### src/logic/ucfg_params.svh
`ifndef UCFG_PARAMS_SVH
`define UCFG_PARAMS_SVH
`define UCFG_CFG_OFS 16'h4000
`define UCFG_LKB_OFS 16'h4002
`define UCFG_CFG_RST 16'h0004
`define UCFG_LKB_RST 10'h000
`define UCFG_B_STRUCT 0
`define UCFG_B_UNI 1
`define UCFG_B_EXTCLK 2
`define UCFG_B_OAM 3
`define UCFG_B_BUS8 4
`define UCFG_B_LVL1 5
`define UCFG_B_UNK 6
`define UCFG_B_CAVF 7
`define UCFG_B_TXF 8
`define UCFG_B_PHY 9
`define UCFG_ADR_HI 14
`define UCFG_ADR_LO 10
`define UCFG_B_DONE 15
`define UCFG_ADR_MAX 5'h1e
`define UCFG_M_HI 3
`define UCFG_M_LO 0
`define UCFG_N_HI 8
`define UCFG_N_LO 4
`define UCFG_B_PAUSE 9
`define UCFG_UNI_VPI_MASK 12'h0ff
`endif

### src/logic/ucfg_pkg.sv
package ucfg_pkg;
	typedef enum logic [1:0] {
		UCFG_IDLE = 2'h0,
		UCFG_POLL = 2'h1,
		UCFG_CELL = 2'h3,
		UCFG_PAUSE = 2'h2
	} ucfg_rx_e;
	typedef struct packed {
		logic [15:0] cfg;
		logic [9:0] lkb;
		logic [15:0] rd;
		logic div;
		logic clk_oe;
		logic rxc1, rxc2, rxc3;
		logic txc1, txc2, txc3;
		logic [4:0] rxa1, rxa2, txa1, txa2;
		ucfg_rx_e st;
		logic polled;
		logic cav, cav_oe, rxe;
		logic [15:0] txd;
		logic txsoc, txoe;
		logic keep, drop, lreq;
	} ucfg_s;
endpackage

### src/logic/ucfg_top.sv
// Local design decision: the address-and-strobe port.
`timescale 1ns/1ps
`include "ucfg_params.svh"
// Function
// - Config bit 0 set selects structured handling, clear selects unstructured.
// - Unstructured compares header against identifiers first; structured goes to table.
// - Bit 1 set is user-network format; network format compares flow control.
// - Bit 2 set takes cell clocks from pins; clear drives them at half clock.
// - Bit 3 set keeps maintenance cells; clear discards them.
// - Bit 4 set gives eight-bit bus, clear sixteen-bit.
// - Bit 5 set is bus level 1, clear is level 2.
// - Bit 6 set keeps unknown-route cells, clear discards them.
// - Bit 7 set always drives cell-available; clear floats it when unpolled.
// - Bit 8 set always drives outgoing start and data; clear floats them unless set up, active and ATM role, level 1 or selected.
// - Bit 9 set is physical-layer role, clear is ATM-layer role.
// - Five-bit device address matches address buses; only 00h to 1Eh valid.
// - Four-bit field counts path identifier bits for look-ups, 0 to 12.
// - Five-bit field counts channel identifier bits for look-ups, 4 to 16.
// - Pause enable drives receive enable high after every received cell.
// - Config register resets to 0004, external clock, all else clear.
module ucfg_top import ucfg_pkg::*; (
	input wire logic i_clk,
	input wire logic i_arst_n,
	input wire logic [15:0] i_addr,
	input wire logic [15:0] i_wr_data,
	input wire logic i_wr,
	input wire logic i_rd,
	output logic [15:0] o_rd_data,
	input wire logic i_rx_cell_clock,
	output logic o_rx_cell_clock,
	output logic o_rx_cell_clock_oe,
	input wire logic i_tx_cell_clock,
	output logic o_tx_cell_clock,
	output logic o_tx_cell_clock_oe,
	input wire logic [4:0] i_rx_port_addr_bus,
	input wire logic [4:0] i_tx_port_addr_bus,
	output logic o_cell_avail,
	output logic o_cell_avail_oe,
	output logic o_rx_enable_or_avail,
	input wire logic i_rx_room,
	input wire logic i_rx_cell_end,
	input wire logic [15:0] i_tx_word,
	input wire logic i_tx_soc,
	input wire logic i_tx_active,
	output logic [15:0] o_tx_cell_bus,
	output logic o_tx_start_of_cell,
	output logic o_tx_bus_oe,
	input wire logic i_hdr_valid,
	input wire logic i_hdr_oam,
	input wire logic [11:0] i_hdr_vpi,
	input wire logic [15:0] i_hdr_vci,
	input wire logic [11:0] i_udt_vpi,
	input wire logic [15:0] i_udt_vci,
	input wire logic i_lut_done,
	input wire logic i_lut_known,
	output logic o_cell_keep,
	output logic o_cell_drop,
	output logic o_lut_req,
	output logic [15:0] o_cell_port_config,
	output logic [9:0] o_header_lookup_bits
);
	logic rst1_r, rst_n;
	ucfg_s q, d;
	logic done, edge_rx, edge_tx, addr_ok, rx_hit, tx_hit, lvl1, udt_hit;
	logic [11:0] vmask;

	// Reset is released through two flops
	always_ff @(posedge i_clk or negedge i_arst_n) begin
		if (!i_arst_n) begin
			rst1_r <= 1'b0;
			rst_n <= 1'b0;
		end else begin
			rst1_r <= 1'b1;
			rst_n <= rst1_r;
		end
	end

	always_comb begin
		d = q;
		done = q.cfg[`UCFG_B_DONE];
		lvl1 = q.cfg[`UCFG_B_LVL1];
		// Address 1Fh is the idle address on the bus, never ours
		addr_ok = q.cfg[`UCFG_ADR_HI:`UCFG_ADR_LO] <= `UCFG_ADR_MAX;
		rx_hit = addr_ok && q.rxa2 == q.cfg[`UCFG_ADR_HI:`UCFG_ADR_LO];
		tx_hit = addr_ok && q.txa2 == q.cfg[`UCFG_ADR_HI:`UCFG_ADR_LO];
		// Register port
		if (i_wr && i_addr == `UCFG_CFG_OFS) begin
			d.cfg = i_wr_data;
		end
		if (i_wr && i_addr == `UCFG_LKB_OFS) begin
			d.lkb = i_wr_data[9:0];
		end
		d.rd = 16'h0000;
		if (i_rd && i_addr == `UCFG_CFG_OFS) begin
			d.rd = q.cfg;
		end else if (i_rd && i_addr == `UCFG_LKB_OFS) begin
			d.rd = {6'h00, q.lkb};
		end
		// Internal clock toggles every cycle, half the core rate
		d.div = !q.div;
		d.clk_oe = !q.cfg[`UCFG_B_EXTCLK];
		d.rxc1 = i_rx_cell_clock;
		d.rxc2 = q.rxc1;
		d.rxc3 = q.rxc2;
		d.txc1 = i_tx_cell_clock;
		d.txc2 = q.txc1;
		d.txc3 = q.txc2;
		d.rxa1 = i_rx_port_addr_bus;
		d.rxa2 = q.rxa1;
		d.txa1 = i_tx_port_addr_bus;
		d.txa2 = q.txa1;
		if (q.cfg[`UCFG_B_EXTCLK]) begin
			edge_rx = q.rxc2 && !q.rxc3;
			edge_tx = q.txc2 && !q.txc3;
		end else begin
			edge_rx = !q.div;
			edge_tx = !q.div;
		end
		// Receive side: poll, cell, optional pause
		case (q.st)
			UCFG_IDLE: begin
				if (done && edge_rx) begin
					d.st = UCFG_POLL;
				end
			end
			UCFG_POLL: begin
				if (edge_rx && i_rx_room && (lvl1 || rx_hit)) begin
					d.st = UCFG_CELL;
				end
			end
			UCFG_CELL: begin
				if (i_rx_cell_end) begin
					d.st = q.lkb[`UCFG_B_PAUSE] ? UCFG_PAUSE : UCFG_POLL;
				end
			end
			UCFG_PAUSE: begin
				if (edge_rx) begin
					d.st = UCFG_POLL;
				end
			end
			default: d.st = UCFG_IDLE;
		endcase
		if (!done) begin
			d.st = UCFG_IDLE;
		end
		// Enable stays high while idle, paused or full
		d.rxe = d.st == UCFG_IDLE || d.st == UCFG_PAUSE || !i_rx_room;
		if (edge_rx) begin
			d.polled = lvl1 || rx_hit;
			d.cav = done && i_rx_room;
		end
		// Level 1 has no polling, so the line is always ours
		d.cav_oe = q.cfg[`UCFG_B_CAVF] || q.polled;
		if (edge_tx) begin
			d.txd = q.cfg[`UCFG_B_BUS8] ? {8'h00, i_tx_word[7:0]} : i_tx_word;
			d.txsoc = i_tx_active && i_tx_soc;
		end
		// Clearing setup-done silences start-of-cell at once, not at the next link edge
		if (!done) begin
			d.txsoc = 1'b0;
		end
		// ATM role owns its outgoing bus; PHY role only at level 1 or when selected
		d.txoe = q.cfg[`UCFG_B_TXF] || (done && i_tx_active &&
			(lvl1 || !q.cfg[`UCFG_B_PHY] || tx_hit));
		// Header disposition
		vmask = q.cfg[`UCFG_B_UNI] ? `UCFG_UNI_VPI_MASK : 12'hfff;
		udt_hit = i_hdr_vci == i_udt_vci && ((i_hdr_vpi ^ i_udt_vpi) & vmask) == 12'h000;
		d.keep = 1'b0;
		d.drop = 1'b0;
		d.lreq = 1'b0;
		if (done && i_hdr_valid) begin
			if (i_hdr_oam) begin
				d.keep = q.cfg[`UCFG_B_OAM];
				d.drop = !q.cfg[`UCFG_B_OAM];
			end else if (q.cfg[`UCFG_B_STRUCT]) begin
				d.lreq = 1'b1;
			end else if (udt_hit) begin
				d.keep = 1'b1;
			end else begin
				d.lreq = 1'b1;
			end
		end else if (done && i_lut_done) begin
			d.keep = i_lut_known || q.cfg[`UCFG_B_UNK];
			d.drop = !i_lut_known && !q.cfg[`UCFG_B_UNK];
		end
	end

	always_ff @(posedge i_clk or negedge rst_n) begin
		if (!rst_n) begin
			q <= '0;
			q.cfg <= `UCFG_CFG_RST;
			q.lkb <= `UCFG_LKB_RST;
			q.st <= UCFG_IDLE;
			q.rxe <= 1'b1;
		end else begin
			q <= d;
		end
	end

	assign o_rd_data = q.rd;
	assign o_rx_cell_clock = q.div;
	assign o_tx_cell_clock = q.div;
	assign o_rx_cell_clock_oe = q.clk_oe;
	assign o_tx_cell_clock_oe = q.clk_oe;
	assign o_cell_avail = q.cav;
	assign o_cell_avail_oe = q.cav_oe;
	assign o_rx_enable_or_avail = q.rxe;
	assign o_tx_cell_bus = q.txd;
	assign o_tx_start_of_cell = q.txsoc;
	assign o_tx_bus_oe = q.txoe;
	assign o_cell_keep = q.keep;
	assign o_cell_drop = q.drop;
	assign o_lut_req = q.lreq;
	assign o_cell_port_config = q.cfg;
	assign o_header_lookup_bits = q.lkb;

	cfg_reset_a: assert property (@(posedge i_clk)
		!$past(rst_n) && rst_n |-> q.cfg == `UCFG_CFG_RST)
		else $error("config reset value wrong");
	rd_data_a: assert property (@(posedge i_clk) disable iff (!rst_n)
		i_rd && i_addr == `UCFG_CFG_OFS |=> o_rd_data == $past(q.cfg))
		else $error("config readback wrong");
	int_clock_a: assert property (@(posedge i_clk) disable iff (!rst_n)
		!q.cfg[`UCFG_B_EXTCLK] ##1 !q.cfg[`UCFG_B_EXTCLK]
		|-> o_rx_cell_clock != $past(o_rx_cell_clock) && o_rx_cell_clock_oe)
		else $error("internal cell clock not at half rate");
	ext_clock_a: assert property (@(posedge i_clk) disable iff (!rst_n)
		q.cfg[`UCFG_B_EXTCLK] |=> !o_rx_cell_clock_oe && !o_tx_cell_clock_oe)
		else $error("cell clock driven in external mode");
	idle_hold_a: assert property (@(posedge i_clk) disable iff (!rst_n)
		!done ##1 !done |-> o_rx_enable_or_avail && !o_tx_start_of_cell && !o_lut_req)
		else $error("cell logic active before setup");
	oam_drop_a: assert property (@(posedge i_clk) disable iff (!rst_n)
		done && i_hdr_valid && i_hdr_oam && !q.cfg[`UCFG_B_OAM] |=> o_cell_drop && !o_cell_keep)
		else $error("maintenance cell not dropped");
	unknown_route_a: assert property (@(posedge i_clk) disable iff (!rst_n)
		done && !i_hdr_valid && i_lut_done && !i_lut_known
		|=> o_cell_keep == $past(q.cfg[`UCFG_B_UNK]) && o_cell_drop != o_cell_keep)
		else $error("unknown route disposition wrong");
	struct_lut_a: assert property (@(posedge i_clk) disable iff (!rst_n)
		done && i_hdr_valid && !i_hdr_oam && q.cfg[`UCFG_B_STRUCT] |=> o_lut_req && !o_cell_keep)
		else $error("structured cell skipped table");
	pause_high_a: assert property (@(posedge i_clk) disable iff (!rst_n)
		q.st == UCFG_CELL && i_rx_cell_end && q.lkb[`UCFG_B_PAUSE] && done
		|=> q.st == UCFG_PAUSE && o_rx_enable_or_avail)
		else $error("no pause after cell");
	cav_force_a: assert property (@(posedge i_clk) disable iff (!rst_n)
		q.cfg[`UCFG_B_CAVF] |=> o_cell_avail_oe)
		else $error("cell available floated while forced");
	tx_force_a: assert property (@(posedge i_clk) disable iff (!rst_n)
		q.cfg[`UCFG_B_TXF] |=> o_tx_bus_oe)
		else $error("outgoing bus floated while forced");
	// Header disposition by mode
	udt_keep_a: assert property (@(posedge i_clk) disable iff (!rst_n)
		done && i_hdr_valid && !i_hdr_oam && !q.cfg[`UCFG_B_STRUCT] && udt_hit
		|=> o_cell_keep && !o_lut_req)
		else $error("matching unstructured cell not kept");
	udt_miss_a: assert property (@(posedge i_clk) disable iff (!rst_n)
		done && i_hdr_valid && !i_hdr_oam && !q.cfg[`UCFG_B_STRUCT] && !udt_hit
		|=> o_lut_req && !o_cell_keep)
		else $error("unmatched unstructured cell not looked up");
	nni_gfc_a: assert property (@(posedge i_clk) disable iff (!rst_n)
		done && i_hdr_valid && !i_hdr_oam && !q.cfg[`UCFG_B_STRUCT] && !q.cfg[`UCFG_B_UNI]
		&& i_hdr_vpi[11:8] != i_udt_vpi[11:8] |=> o_lut_req && !o_cell_keep)
		else $error("flow control ignored in network format");
	oam_keep_a: assert property (@(posedge i_clk) disable iff (!rst_n)
		done && i_hdr_valid && i_hdr_oam && q.cfg[`UCFG_B_OAM]
		|=> o_cell_keep && !o_cell_drop)
		else $error("maintenance cell not kept");
	rx_idle_a: assert property (@(posedge i_clk) disable iff (!rst_n)
		!done |=> q.st == UCFG_IDLE)
		else $error("receive side left idle before setup");
	cav_value_a: assert property (@(posedge i_clk) disable iff (!rst_n)
		edge_rx |=> o_cell_avail == ($past(done) && $past(i_rx_room)))
		else $error("cell available level wrong");
	level1_poll_a: assert property (@(posedge i_clk) disable iff (!rst_n)
		lvl1 && edge_rx |=> q.polled)
		else $error("level 1 port not treated as polled");
	bad_addr_a: assert property (@(posedge i_clk) disable iff (!rst_n)
		!lvl1 && q.cfg[`UCFG_ADR_HI:`UCFG_ADR_LO] > `UCFG_ADR_MAX && edge_rx
		|=> !q.polled)
		else $error("invalid device address answered a poll");
	phy_unsel_a: assert property (@(posedge i_clk) disable iff (!rst_n)
		q.cfg[`UCFG_B_PHY] && !lvl1 && !q.cfg[`UCFG_B_TXF] && !tx_hit |=> !o_tx_bus_oe)
		else $error("unselected physical-layer port drove the bus");
	atm_drive_a: assert property (@(posedge i_clk) disable iff (!rst_n)
		done && i_tx_active && !q.cfg[`UCFG_B_PHY] |=> o_tx_bus_oe)
		else $error("ATM-layer port released its outgoing bus");
	bus8_upper_a: assert property (@(posedge i_clk) disable iff (!rst_n)
		q.cfg[`UCFG_B_BUS8] && edge_tx |=> o_tx_cell_bus[15:8] == 8'h00)
		else $error("upper byte driven in eight-bit mode");
	bus16_word_a: assert property (@(posedge i_clk) disable iff (!rst_n)
		!q.cfg[`UCFG_B_BUS8] && edge_tx |=> o_tx_cell_bus == $past(i_tx_word))
		else $error("sixteen-bit word not passed whole");
	pause_stay_a: assert property (@(posedge i_clk) disable iff (!rst_n)
		q.st == UCFG_PAUSE |-> o_rx_enable_or_avail)
		else $error("enable low during pause");
	lkb_read_a: assert property (@(posedge i_clk) disable iff (!rst_n)
		i_rd && i_addr == `UCFG_LKB_OFS |=> o_rd_data == {6'h00, $past(q.lkb)})
		else $error("look-up bit count readback wrong");
	cv_cell_c: cover property (@(posedge i_clk) disable iff (!rst_n)
		q.st == UCFG_POLL ##1 q.st == UCFG_CELL);
	cv_pause_c: cover property (@(posedge i_clk) disable iff (!rst_n)
		q.st == UCFG_PAUSE ##[1:20] q.st == UCFG_POLL);
	cv_udt_c: cover property (@(posedge i_clk) disable iff (!rst_n)
		done && i_hdr_valid && !q.cfg[`UCFG_B_STRUCT] && udt_hit);
	cv_phy_c: cover property (@(posedge i_clk) disable iff (!rst_n)
		q.cfg[`UCFG_B_PHY] && !lvl1 && tx_hit && i_tx_active);
	cv_bus8_c: cover property (@(posedge i_clk) disable iff (!rst_n)
		q.cfg[`UCFG_B_BUS8] && edge_tx && done);
endmodule // ucfg_top

### config.mk
export PLATFORM = sky130hd
export DESIGN_NAME = ucfg_top
export DESIGN_NICKNAME = d
export VERILOG_FILES = /design/src/logic/ucfg_pkg.sv /design/src/logic/ucfg_top.sv
export VERILOG_INCLUDE_DIRS = /design/src /design/src/logic
export SDC_FILE = /design/constraint.sdc
export NUM_CORES = 1
export LEC_CHECK = 0
export BUFFER_PORTS_ARGS = -buffer_cell sky130_fd_sc_hd__buf_2
export CORE_ASPECT_RATIO = 0.5
export CORE_UTILIZATION = 51
export CTS_CLUSTER_DIAMETER = 100
export DETAILED_ROUTE_END_ITERATION = 8
export HOLD_SLACK_MARGIN = 0.06
export PLACE_DENSITY_LB_ADDON = 0.1
export SYNTH_ARGS = -nofsm -noshare
export SYNTH_HDL_FRONTEND = slang
export SYNTH_SLANG_ARGS = --single-unit
### constraint.sdc
create_clock -name i_clk -period 5.82 [get_ports i_clk]
set_input_delay 1.164 -clock i_clk [delete_from_list [all_inputs] [get_ports i_clk]]
set_output_delay 1.164 -clock i_clk [all_outputs]
set_load 0.01 [all_outputs]
## Yosys cells after proc, flatten, opt, wreduce, memory -nomap -nowiden

Index checks and enable logic that the tools add are counted.

| storage, ports and cells | value |
|---|---|
| output and inout bits | 70 |
| RAM bits | 0 |
| bits in read-only memories | 0 |
| latch bits | 0 |
| register bits after elaboration | 99 |
| memories | 0 |

| operators by class | value |
|---|---|
| shift operators | 0 |
| bitwise logic cells | 2 |
| magnitude comparators | 1 |
| multiply operators | 0 |
| eq/ne operators | 10 |
| div/mod/pow operators | 0 |
| $add $sub $neg | 0 |
| reductions and logical operators | 39 |
| multiplexer cells | 25 |

Operators with widths:

| kind | number |
|---|---|
| 16-bit by 15-bit equality test with 1-bit output, second input constant | 2 |
| 16-bit two-way mux | 2 |
| 1-bit logical AND | 19 |
| 16-bit equality test | 1 |
| 2-bit two-way mux | 8 |
| 12-bit bitwise AND | 1 |
| 12-bit zero test | 1 |
| 1-bit two-way mux | 12 |
| 12-bit two-way mux | 1 |
| 12-bit bitwise XOR | 1 |
| 5-bit equality test | 2 |
| 10-bit two-way mux | 1 |
| 1-bit zero test | 9 |
| 1-bit logical OR | 8 |
| 2-bit one-hot mux with 4 select lines | 1 |
| 2-bit equality test, second input constant | 3 |
| 5-bit less-or-equal comparator, second input constant | 1 |
| 2-bit zero test | 2 |
| 2-bit by 1-bit equality test with 1-bit output, second input constant | 1 |
| 2-bit by 1-bit inequality test with 1-bit output, second input constant | 1 |

## Depth between registers and ports, before layout

| depth | value |
|---|---|
| depth after elaboration | 11 |
| mapped depth | 7 |
| gate-level depth less buffers | 5 |

## Least setup slack after synthesis

OpenSTA, ideal clock, no wires.

| path | value |
|---|---|
| path kind | input to register |
| start | input port i_addr[0] |
| end | register q, in the netlist o_cell_port_config[10] |
| library setup time | 125 ps |
| stages on the path | 6 |
| slack | 3367 ps |
| path buffers | 1 |
| arrival time | 2328 ps |
| path through | nor4_1 and4_4 nand2_4 nor2_8 buf_12 mux2_4 |

| on the way | value |
|---|---|
| longest elaborated chain between the ends | 2 |

Ends and longest elaborated chain:

| element | RTL line | source |
|---|---|---|
| from (decl) | ucfg_top.sv:24 | `input wire logic [15:0] i_addr,` |
| 16-bit by 15-bit equality test with 1-bit output (no line) | n/a |  |
| 1-bit logical AND (no line) | n/a |  |
| to (decl) | ucfg_top.sv:63 | `ucfg_s q, d;` |

No other way between the ends.
A chain may end at the register's enable or synchronous reset.

==> out/metrics.csv <==
metric,value,unit
status,completed,
Root Buffer,clkbuf_16,
max_cap viols,0,
FILL cells,685,
fin crit period,2385,ps
chip width,134.2,microns
Worst VDD drop,0.0001424,V
Crit Path Class,input port to register,
Mapped Nets,498,
arrival time at the worst endpoint,2660,ps
Synth Area in Compound Gates,2.752,%
global-route wire length before repair,13890,microns
Placed Instances,613,
Post-synth top cells,"97 x dfrtp_1, 60 x buf_4, 45 x nand2_1, 34 x xor2_1, 17 x mux2_2",
setup_tns,0,ps
final WL,9223,microns
Finished Core Util,65.51,%
simple-gate share of the synthesized area,12.58,%
Remaining DRCs,0,
DP Area,5097,sq um
CTS tree,done,
drt via density,4.746,
slowest CP cell,nor2_1,
IO Port Bufs,197,
Achievable Freq,0.4193,GHz
Final Cell Area,5391,sq um
WL/cell,14.66,microns
slew at the pin closest to its max-slew limit,1005,ps
Fin. Hold Viols,0,
async set or reset register ratio after synthesis,100.0,%
standard-cell rows,23,
met3 Resource Use GR,6.074,%
vias in the first global route,2867,
Setup Viol. Count Final,0,
Leak,2.923,nW
total CTS buffers,9,
Mapped Avg Cell Area,12.04,sq um
CP Launch Type,input port,
largest net degree at the start of global routing,84,
Clock H-tree levels,3,
top-count cell post-synth,dfrtp_1,
multiplexer share of the synthesized area,9.913,%
routed vias,2985,
Initial Utilization,54.13,%
Worst-path clk slew,60,ps
met1 track demand over resource,25.41,%
total die area,9137,sq um
Non-Filler Instances,629,
CTS Buffer Depth,2,
Worst EP required,6100,ps
# IOs,198,
Setup Slack @ Placement,3038,ps
Post-CTS Resized,0,
Worst Hold Margin,170.0,ps
flop and latch count out of synthesis,99,
Max stage delay on crit path,330,ps
M2 GR Usage,36.20,%
"Seq/Total Area, Yosys",55.66,%
Synth Area in Adders,0,%
"Slew Viols, Final",0,
Syn Std Cell Area,4456,sq um
Inserted Diodes,0,
final worst slack,3435,ps
max_slew headroom,33.02,%
nets@finish,640,
CP Cell Sequence,buf_2 -> nor4_2 -> and4_4 -> nand2_1 -> nor2_1 -> and2_1,
synthesized netlist cell count,370,
Skew-Pair Late Insertion Delay,340,ps
fin crit share,40.98,%
largest family of logic cells by synthesized area,simple AND/OR/NAND/NOR gates,
Overall Global Routing Usage,20.80,%
Pwr Density,257.9,nW/um^2
Critical Path End Type,register,
Min-Delay Path Class,register to async pin,
RSZ-0062 raised after global routing,false,
Core Area,8230,sq um
hpwl dp,6988,microns
Overflow after GRT,0,
Pwr Total,1.390,mW
Post-synth top flop,dfrtp_1,
GRT busiest layer,met2,
Die H,68.09,microns
Antenna Nets Post-Route,0,
Initial DRC Count,87,
Final GP Congestion,0.7855,
CP Max Fanout,12,
"area leader, netlist",dfrtp_1,
top-area cell type share of the netlist area,54.48,%
# clock sinks,99,
initial antenna violation count,0,
Clock Skew,4.091,ps
Synth cell types,43,
postcts setup bufs,0,
post-synthesis xor/xnor area fraction,7.470,%
Syn. warnings,0,
layout cells sized above 1,49.32,%
number of synthesized flops with an enable pin,0,
Area contributors post-synth,"dfrtp_1 54%, buf_4 10%, xor2_1 6.7%",
area grow syn2layout,21.01,%
drt pass-1 iters,4,
hold-fix buffer count after cts,0,
## worst max-delay path, delay by kind of cell
| family | cells | cell delay (ps) |
|---|---|---|
| buffers and inverters | 1 | 100 |
| and+or+nand+nor | 5 | 1380 |
## area by class of cell
type	instances	area, sq um	area share (%)
clock buffer	10	239.0	4.433
clock inverter	6	55.05	1.021
multi-input combinational	199	1461	27.11
sequential	99	2484	46.07
inverter	5	18.77	0.3481
timing repair buffer	198	993.5	18.43
tap	112	140.1	2.599
## layer usage
layer / wire (microns) / part of all wire [%] / vias to the layer above
li1: - / - / 1452
met1: 3939 / 43 / 1409
met2: 4583 / 50 / 114
met3: 596 / 6.5 / 10
met4: 104 / 1.1 / 0
met5: 0 / 0 / -
## final timing paths
check                                      start  cells past startpoint  slack (ps)                 end
max in group asynchronous                  rst_n                      1        4410  o_rx_cell_clock_oe
min reg2reg                                rst_n                      0         170         o_cell_keep
max                                    i_addr[9]                      6        3440       o_rd_data[14]
max reg2reg                o_cell_port_config[2]                      4        4090  o_tx_start_of_cell
min                                        rst_n                      0         170         o_cell_keep
min in group i_clk                         d[30]                      0         350               q[30]
## report_power, final
group / switching [mW] / internal, mW / total (mW)
combinational: 0.0489 / 0.0511 / 0.100
clock: 0.238 / 0.341 / 0.578
sequential: 0.00785 / 0.704 / 0.712
## state kept, by name, summed over array words and instances, names as in the netlist
name,cells
o_lut_req,1
rst1_r,1
q,15
o_rx_cell_clock_oe,1
o_tx_bus_oe,1
o_rx_enable_or_avail,1
rst_n,1
o_header_lookup_bits,10
o_cell_avail,1
o_cell_drop,1
o_cell_port_config,16
o_rd_data,16
o_tx_start_of_cell,1
o_cell_keep,1
o_rx_cell_clock,1
o_tx_cell_bus,16
d,14
o_cell_avail_oe,1
## cells by family (layout without fill, tap and decap cells)
group / after synthesis / after routing
compound gates: 17 / 17
xor+xnor: 38 / 38
buf+inv: 72 / 219
flops: 99 / 99
mux: 37 / 37
other cells: 1 / 1
simple gates: 106 / 106
## cell usage in the layout, fill, tap and decap left out, types with 7 or more instances in the layout
| cell type | n |
|---|---|
| buf_2 | 197 |
| dfrtp_1 | 96 |
| nand2_1 | 45 |
| xor2_1 | 34 |
| mux2_2 | 17 |
| nor2_1 | 16 |
| nand3b_1 | 12 |
| mux2i_1 | 10 |
| mux2_4 | 10 |
| clkbuf_16 | 9 |
| nor4_1 | 7 |
(Power assumes the default switching activity.)
